[config.mk]
export PLATFORM = sky130hd
export DESIGN_NAME = rsc_top
export DESIGN_NICKNAME = d
export VERILOG_FILES = /design/src/rsc_pkg.sv /design/src/rsc_amp_seq.sv /design/src/rsc_top.sv
export SDC_FILE = /design/constraint.sdc
export NUM_CORES = 1
export LEC_CHECK = 0
export CELL_PAD_IN_SITES_DETAIL_PLACEMENT = 0
export CELL_PAD_IN_SITES_GLOBAL_PLACEMENT = 2
export CORE_MARGIN = 2
export CORE_UTILIZATION = 25
export CTS_BUF_LIST = sky130_fd_sc_hd__clkbuf_8
export CTS_CLUSTER_DIAMETER = 40
export CTS_CLUSTER_SIZE = 25
export DETAILED_ROUTE_END_ITERATION = 10
export DONT_BUFFER_PORTS = 1
export PLACE_DENSITY_LB_ADDON = 0.3
export SYNTH_ARGS = -nofsm -noshare
export SYNTH_HDL_FRONTEND = slang
export SYNTH_SLANG_ARGS = --single-unit
[constraint.sdc]
create_clock -name clk -period 4.3 [get_ports clk]
set_clock_uncertainty 0.1 [all_clocks]
set_input_delay 0.43 -clock clk [delete_from_list [all_inputs] [get_ports clk]]
set_output_delay 0.43 -clock clk [all_outputs]
set_load 0.01 [all_outputs]
[src/rsc_pkg.sv]
// Package of constants for the receive start-symbol and clock recovery block
package rsc_pkg;
   // Clock rate of the block's own clock
   localparam int CLK_MHZ = 250;
   // Internal pulse source, in kHz, and stage on-time in ns
   localparam int PULSE_SRC_KHZ = 614;
   localparam int STAGE_ON_NS = 814;
   // Cycles per half of the pulse period, rounded down (longest time)
   localparam int STAGE_ON_CYC = (STAGE_ON_NS * CLK_MHZ) / 1000;
   // Dead time between stages so enables never overlap
   localparam int DEAD_CYC = 1;
   // Start pattern, sent most significant bit first
   localparam logic [15:0] START_PATTERN = 16'hE2E2;
   localparam int START_LEN = 16;
   // Default oversampling: block clocks per data bit
   localparam int BIT_CYC_DEF = 64;
   // Gain settings in dB, for reference by the gain select output
   localparam int GAIN_HIGH_DB = 35;
   localparam int GAIN_LOW_DB = 5;
   // Reset values
   localparam logic GAIN_SEL_RST = 1'b1;
endpackage

[src/rsc_amp_seq.sv]
// Amplifier stage sequencer with guaranteed non-overlapping enables
`timescale 1ns/1ps
`default_nettype none
module rsc_amp_seq #(
   parameter int ON_CYC = rsc_pkg::STAGE_ON_CYC,
   parameter int GAP_CYC = rsc_pkg::DEAD_CYC
) (
   input wire logic clk, // Block clock
   input wire logic resetn, // Synchronous reset, active low
   output logic amp1_en_q, // First stage enable
   output logic amp2_en_q // Second stage enable
);
   typedef enum logic [1:0] {RSC_S1, RSC_G1, RSC_S2, RSC_G2} rsc_seq_t;
   rsc_seq_t st_q;
   logic [15:0] cnt_q;
   // Refuse timings that leave no on time or no gap between the stages
   if (ON_CYC < 2 || ON_CYC > 65535 ||
       GAP_CYC < 1 || GAP_CYC >= ON_CYC) begin : g_bad_timing
      $error("rsc_amp_seq: bad timing parameters");
   end
   // On time is shortened by the gap so the full period stays on the source
   always_ff @(posedge clk) begin
      if (!resetn) begin
         st_q <= RSC_S1;
         cnt_q <= 16'h0000;
      end else if (st_q == RSC_S1 || st_q == RSC_S2) begin
         if (cnt_q == 16'(ON_CYC - GAP_CYC - 1)) begin
            cnt_q <= 16'h0000;
            st_q <= (st_q == RSC_S1) ? RSC_G1 : RSC_G2;
         end else begin
            cnt_q <= cnt_q + 16'h0001;
         end
      end else begin
         if (cnt_q == 16'(GAP_CYC - 1)) begin
            cnt_q <= 16'h0000;
            st_q <= (st_q == RSC_G1) ? RSC_S2 : RSC_S1;
         end else begin
            cnt_q <= cnt_q + 16'h0001;
         end
      end
   end
   // Enables registered from state; gap states drive both low
   always_ff @(posedge clk) begin
      if (!resetn) begin
         amp1_en_q <= 1'b0;
         amp2_en_q <= 1'b0;
      end else begin
         amp1_en_q <= (st_q == RSC_S1);
         amp2_en_q <= (st_q == RSC_S2);
      end
   end
   property p_no_overlap;
      @(posedge clk) disable iff (!resetn) !(amp1_en_q && amp2_en_q);
   endproperty
   a_no_overlap: assert property (p_no_overlap)
      else $error("both amplifier stages enabled");
   property p_gap_after1;
      @(posedge clk) disable iff (!resetn)
         $fell(amp1_en_q) |-> !amp2_en_q;
   endproperty
   a_gap_after1: assert property (p_gap_after1)
      else $error("second stage rose with first stage fall");
   property p_alternate;
      @(posedge clk) disable iff (!resetn)
         $fell(amp1_en_q) |-> ##[1:4] amp2_en_q;
   endproperty
   a_alternate: assert property (p_alternate)
      else $error("second stage did not follow first");
endmodule
`default_nettype wire

[src/rsc_top.sv]
// Receive digital control: amp sequencing, gain, slicing, clock recovery
`timescale 1ns/1ps
`default_nettype none
module rsc_top #(
   parameter int BIT_CYC = rsc_pkg::BIT_CYC_DEF
) (
   input wire logic clk, // Block clock, 250 MHz
   input wire logic resetn, // Synchronous reset, active low
   input wire logic saturation_onset_flag, // From first stage, async
   input wire logic threshold_slicer, // Slicer decision, async
   input wire logic peak_relative_slicer, // Slicer decision, async
   input wire logic recovery_enable_bit, // Host enable, async
   output logic first_rf_amp_stage, // First stage bias enable
   output logic second_rf_amp_stage, // Second stage bias enable
   output logic gain_sel_high_q, // 1 = 35 dB, 0 = 5 dB
   output logic rx_data_pin, // Receive data out
   output logic recovered_clock_pin // Recovered bit clock out
);
   typedef enum logic [1:0] {RSC_IDLE, RSC_HUNT, RSC_RUN} rsc_st_t;
   rsc_st_t st_q;
   logic [1:0] sat_s_q, ts_s_q, ps_s_q, en_s_q;
   logic comp_q, comp_prev_q;
   logic [15:0] phase_q;
   logic [15:0] shift_q;
   logic [4:0] fill_q;
   logic centre;
   logic [16:0] since_rise_q;
   // Refuse bit lengths that leave no room between centre and bit end
   if (BIT_CYC < 4 || BIT_CYC > 65535) begin : g_bad_bit_cyc
      $error("rsc_top: BIT_CYC out of range");
   end
   // Last count of a bit period; shared by the phase wrap and clock fall
   function automatic logic at_bit_end(input logic [15:0] ph);
      return ph == 16'(BIT_CYC - 1);
   endfunction
   // Stage sequencer in its own module
   rsc_amp_seq rsc_amp_seq_inst (
      .clk(clk),
      .resetn(resetn),
      .amp1_en_q(first_rf_amp_stage),
      .amp2_en_q(second_rf_amp_stage)
   );
   // Two-flop synchronisers for every async pin input
   always_ff @(posedge clk) begin
      if (!resetn) begin
         sat_s_q <= 2'b00;
         ts_s_q <= 2'b00;
         ps_s_q <= 2'b00;
         en_s_q <= 2'b00;
      end else begin
         sat_s_q <= {sat_s_q[0], saturation_onset_flag};
         ts_s_q <= {ts_s_q[0], threshold_slicer};
         ps_s_q <= {ps_s_q[0], peak_relative_slicer};
         en_s_q <= {en_s_q[0], recovery_enable_bit};
      end
   end
   // Gain select follows the saturation flag; no hysteresis is modelled
   always_ff @(posedge clk) begin
      if (!resetn) begin
         gain_sel_high_q <= rsc_pkg::GAIN_SEL_RST;
      end else begin
         gain_sel_high_q <= !sat_s_q[1];
      end
   end
   // Compound decision from both slicers
   always_ff @(posedge clk) begin
      if (!resetn) begin
         comp_q <= 1'b0;
         comp_prev_q <= 1'b0;
      end else begin
         comp_q <= ts_s_q[1] & ps_s_q[1];
         comp_prev_q <= comp_q;
      end
   end
   // Bit phase counter resyncs on every data edge; centre is half a bit on
   assign centre = (phase_q == 16'(BIT_CYC / 2));
   always_ff @(posedge clk) begin
      if (!resetn) begin
         phase_q <= 16'h0000;
      end else if (comp_q != comp_prev_q) begin
         phase_q <= 16'h0000;
      end else if (at_bit_end(phase_q)) begin
         phase_q <= 16'h0000;
      end else begin
         phase_q <= phase_q + 16'h0001;
      end
   end
   // Pattern shifter sampled at bit centres, newest bit in the LSB
   always_ff @(posedge clk) begin
      if (!resetn || st_q != RSC_HUNT) begin
         shift_q <= 16'h0000;
         fill_q <= 5'h00;
      end else if (centre) begin
         shift_q <= {shift_q[14:0], comp_q};
         if (fill_q != 5'(rsc_pkg::START_LEN))
            fill_q <= fill_q + 5'h01;
      end
   end
   // Recovery state: a cleared enable ends a run; rearm needs enable again
   always_ff @(posedge clk) begin
      if (!resetn) begin
         st_q <= RSC_IDLE;
      end else begin
         case (st_q)
            RSC_IDLE: if (en_s_q[1]) st_q <= RSC_HUNT;
            RSC_HUNT: begin
               if (!en_s_q[1])
                  st_q <= RSC_IDLE;
               else if (fill_q == 5'(rsc_pkg::START_LEN) &&
                        shift_q == rsc_pkg::START_PATTERN)
                  st_q <= RSC_RUN;
            end
            RSC_RUN: if (!en_s_q[1]) st_q <= RSC_IDLE;
            default: st_q <= RSC_IDLE;
         endcase
      end
   end
   // Pin outputs: raw decision until start, then retimed data with clock
   always_ff @(posedge clk) begin
      if (!resetn) begin
         rx_data_pin <= 1'b0;
         recovered_clock_pin <= 1'b0;
      end else if (st_q != RSC_RUN) begin
         rx_data_pin <= comp_q;
         recovered_clock_pin <= 1'b0;
      end else if (centre) begin
         rx_data_pin <= comp_q;
         recovered_clock_pin <= 1'b1;
      end else if (at_bit_end(phase_q)) begin
         recovered_clock_pin <= 1'b0;
      end
   end
   // Low time of the recovered clock in a run; a stall shows up here
   always_ff @(posedge clk) begin
      if (!resetn || st_q != RSC_RUN || recovered_clock_pin) begin
         since_rise_q <= 17'h0_0000;
      end else if (since_rise_q != 17'h1_ffff) begin
         since_rise_q <= since_rise_q + 17'h0_0001;
      end
   end
   property p_keep_pulsing;
      @(posedge clk) disable iff (!resetn)
         since_rise_q < 17'(2 * BIT_CYC);
   endproperty
   a_keep_pulsing: assert property (p_keep_pulsing)
      else $error("recovered clock stopped during a run");
   property p_clk_falls;
      @(posedge clk) disable iff (!resetn)
         (st_q == RSC_RUN && at_bit_end(phase_q)) |=> !recovered_clock_pin;
   endproperty
   a_clk_falls: assert property (p_clk_falls)
      else $error("recovered clock did not fall before the next bit");
   property p_clk_low_idle;
      @(posedge clk) disable iff (!resetn)
         (st_q != RSC_RUN) |=> !recovered_clock_pin;
   endproperty
   a_clk_low_idle: assert property (p_clk_low_idle)
      else $error("recovered clock pulsed outside a run");
   property p_clk_off;
      @(posedge clk) disable iff (!resetn)
         (!en_s_q[1]) |=> ##1 !recovered_clock_pin;
   endproperty
   a_clk_off: assert property (p_clk_off)
      else $error("recovered clock active while disabled");
   property p_passthru;
      @(posedge clk) disable iff (!resetn)
         (st_q != RSC_RUN) |=> (rx_data_pin == $past(comp_q));
   endproperty
   a_passthru: assert property (p_passthru)
      else $error("data pin not following the slicer");
   property p_and;
      @(posedge clk) disable iff (!resetn)
         comp_q |-> $past(ts_s_q[1]) && $past(ps_s_q[1]);
   endproperty
   a_and: assert property (p_and)
      else $error("compound decision not the slicer AND");
   property p_gain;
      @(posedge clk) disable iff (!resetn)
         sat_s_q[1] |=> !gain_sel_high_q;
   endproperty
   a_gain: assert property (p_gain)
      else $error("low gain not chosen on saturation");
   property p_start;
      @(posedge clk) disable iff (!resetn)
         (st_q == RSC_HUNT && en_s_q[1] &&
          fill_q == 5'(rsc_pkg::START_LEN) &&
          shift_q == rsc_pkg::START_PATTERN) |=> (st_q == RSC_RUN);
   endproperty
   a_start: assert property (p_start)
      else $error("start pattern missed");
   property p_rise_at_centre;
      @(posedge clk) disable iff (!resetn)
         $rose(recovered_clock_pin) |-> $past(centre);
   endproperty
   a_rise_at_centre: assert property (p_rise_at_centre)
      else $error("recovered clock rose off bit centre");
   property p_data_change;
      @(posedge clk) disable iff (!resetn)
         (st_q == RSC_RUN && $past(st_q) == RSC_RUN && !$past(centre))
         |-> $stable(rx_data_pin);
   endproperty
   a_data_change: assert property (p_data_change)
      else $error("data changed between recovered clock rises");
endmodule
`default_nettype wire

==> key figures <==
STA
  • Final setup viols: 0
  • Final Hold Fails: 0
  • Setup tns final: 0 ns
  • Max-slew headroom at the worst pin: 0.4128
  • Hold slack final: approximately 0.05 ns
  • Period minus WS final: roughly 2.4 ns
  • RSZ-0062 raised after global routing: no
  • Final period util: 0.5573
  • Worst-Margin Slew: 0.8781 ns
  • Fmax: between 0.4 and 0.5 GHz
  • Fin. max-slew vios: 0

Layout
  • Final Core Density: 0.2840
  • # diodes: 0
  • Layout Nets: between 300 and 400
  • Commonest non-fill, non-tap cell in the layout: dfxtp_1
  • Most frequent cells in the layout: dfxtp_1 (72), nand2_1 (54), nor2_1 (34), a21oi_1 (24)
  • FILL cells: ~1,300
  • Layout cells sized above 1: 0.06358
  • Area grow syn2layout: 11.41%

Route
  • Vias: 2,277
  • Final ANT Viol Nets: 0
  • Drt first pass iters: 4
  • Drt wl/cell: ~12 µm
  • DR vias/cell: 4.619
  • DRC: 0
  • Initial DRC Count: between 80 and 90
  • DRT Wirelength: just over 6 mm

CTS
  • Post-CTS resize count: 0
  • CTS clk-pin slew, worst paths: 0.09 ns
  • Max clock buf depth: 2
  • Post-CTS Setup Inserts: 0
  • # hold bufs at CTS: 0
  • TritonCTS clock tree: done
  • Clock latency on the worst-skew pair: about 0.36 ns
  • Total CTS buffers: 9
  • CTS H-Tree Depth: 3
  • Root Driver: clkbuf_8
  • Clock sinks: 72

Synthesis
  • Register area share after synthesis: 0.4747
  • Synth unique cells: 39
  • Post-Synth Adder-Cell Area: 0.03708
  • Synth area leaders: dfxtp_1 (47%), nand2_1 (6.7%), nor2_1 (4.2%)
  • Synth Area in XOR/XNOR: 0.07787
  • Flops & latches, synth: between 70 and 80
  • Post-Synth Simple-Gate Area: 0.2925
  • Avg Inst Size Synth: between 8 and 9 µm²
  • Synth area leader: dfxtp_1
  • Post-synthesis mux area share: 0.006593
  • Largest family of logic cells by synthesized area: simple AND/OR/NAND/NOR gates
  • Post-synth top area share: 0.4747
  • Cells after Synth: between 300 and 400
  • Syn_nets: around 360
  • Warnings, synthesis: 0
  • Cell area after synthesis: slightly above 3000 µm²
  • Synth Area in Compound Gates: 0.07375

Global routing
  • Met3 Usage GRT: 0.02859
  • Vias in the first global route: around 2,100
  • Total grt overflow: 0
  • Met2 usage: 0.1587
  • Initial antenna violation count: 0
  • Pin count of the biggest net entering global routing: 26
  • First-pass GRT wire length: ~10 mm
  • Gr usage total: 0.1031
  • M1 GR Usage: 0.1278
  • Gr busiest metal: met2

Pwr
  • PwrDens: roughly 390 nW/µm²
  • Cell Int Power: between 1000 and 1500 µW
  • Comb pwr share: 0.022
  • Switching portion of total power: 0.2293
  • Sw power: between 300 and 400 µW
  • Clock share of power: 0.458
  • VDD IR max: 193.5 µV
  • Sequential power share: 0.521
  • Leak Pwr: around 0.0011 µW
  • Pwr Total: 1318 µW

Setup path
  • Crit. End Element: register
  • Crit Path Class: reg -> reg
  • Crit. Startpoint: phase_q[0]
  • Crit path arrival time: approximately 2.6 ns
  • Worst Path Required: 4.47 ns
  • Worst-path maximum fanout: 24
  • Crit path launch type: register
  • R2r setup slk: approximately 1.9 ns
  • Worst reg2reg path startpoint: phase_q[0]

Status
  • Status: finished, final reports clean

Floorplanning
  • Die X: 114.2 µm
  • Core area: around 12,000 µm²
  • Starting density of the core: 0.2549
  • I/O pin total: 11
  • Row count: 40
  • Total die area: 13,040 µm²
  • Die Ht: 114.2 µm

Placement
  • HPWL after DPL: 3.926 mm
  • IO buf count: 0
  • GP Congestion: around 0.68

Hold path
  • Min-Delay Path Class: in -> reg
  • HP Start: resetn

Job
  • MaxCap Viol Count: 0
-- stage by stage --
stage / instances / cell area, µm² / setup slack (ns)
4_1_cts: 493 / 3383 / 1.878
3_3_place_gp: 477 / 3163 / 1.929
3_5_place_dp: 477 / 3163 / 1.879
5_1_grt: 493 / 3383 / 1.679
6_report: 493 / 3383 / 1.904
2_1_floorplan: 344 / 3037 / 2.594
-- power groups by stage --
stage               logic, µW  clock network, µW  registers [µW]
finish                   28.8                603             686
global route             33.9                658             688
global placement         30.6                  0             702
CTS                      29.9                631             686
floorplan                26.9                  0             698
detailed placement       29.7                  0             702
-- flip-flops by register name, summed over array words and instances (netlist names) --
name,flops
comp_prev_q,1
shift_q,16
en_s_q,2
rsc_amp_seq_inst.st_q,2
rsc_amp_seq_inst.amp2_en_q,1
comp_q,1
fill_q,5
recovered_clock_pin,1
sat_s_q,2
ps_s_q,2
rx_data_pin,1
ts_s_q,2
rsc_amp_seq_inst.amp1_en_q,1
st_q,2
phase_q,16
rsc_amp_seq_inst.cnt_q,16
gain_sel_high_q,1
-- worst max-delay path: stages, from the launching register on --
cell	delay [ns]
dfxtp_1	0.37
inv_1	0.08
ha_1	0.13
nor4b_2	0.25
nand4_2	0.56
or4_1	0.67
a21oi_1	0.16
-- final cells by class --
cell class	count	area, µm²	share of cell area
multi-input combinational	244	1481	0.4379
sequential	72	1441	0.4260
tap	147	183.9	0.05436
clock buffer	9	123.9	0.03661
clock inverter	7	96.34	0.02848
inverter	13	48.80	0.01442
timing repair buffer	1	7.507	0.002219
-- cells in the mapped netlist, drive strengths merged --
cell / count
nand2: 54
nor4b: 3
o31ai: 5
nor3: 7
nor4bb: 1
a211oi: 1
o21ai: 4
nand3b: 1
or4: 4
nand3: 14
dfxtp: 72
mux2i: 2
nor3b: 2
xnor2: 14
inv: 13
a21boi: 1
buf: 7
nor2b: 1
nand4bb: 2
and4: 6
a21o: 1
nand4: 12
nor4: 9
o211ai: 1
xor2: 13
and2: 12
a41o: 1
a31oi: 1
a21oi: 24
and3: 5
nor2: 34
ha: 9
clkbuf: 8
-- kinds of logic (layout without fill, tap and decap cells) --
group,after synthesis,in the layout
compound gates,39,39
xor+xnor,27,27
fa+ha+maj,9,9
buf+inv,28,30
flops,72,72
mux,2,2
simple gates,167,167
-- path summary, 6_finish.rpt --
check,end,cells after the start
min,gain_sel_high_q,1
min reg2reg,gain_sel_high_q,1
max reg2reg,fill_q[3],6
max,fill_q[3],6
-- routing by layer --
layer  vias up  part of all wire
li1       1170                 -
met1      1075              0.49
met2        19              0.45
met3        13             0.028
met4         0             0.025
met5         -                 0
Power figures use the tool's default switching activity.
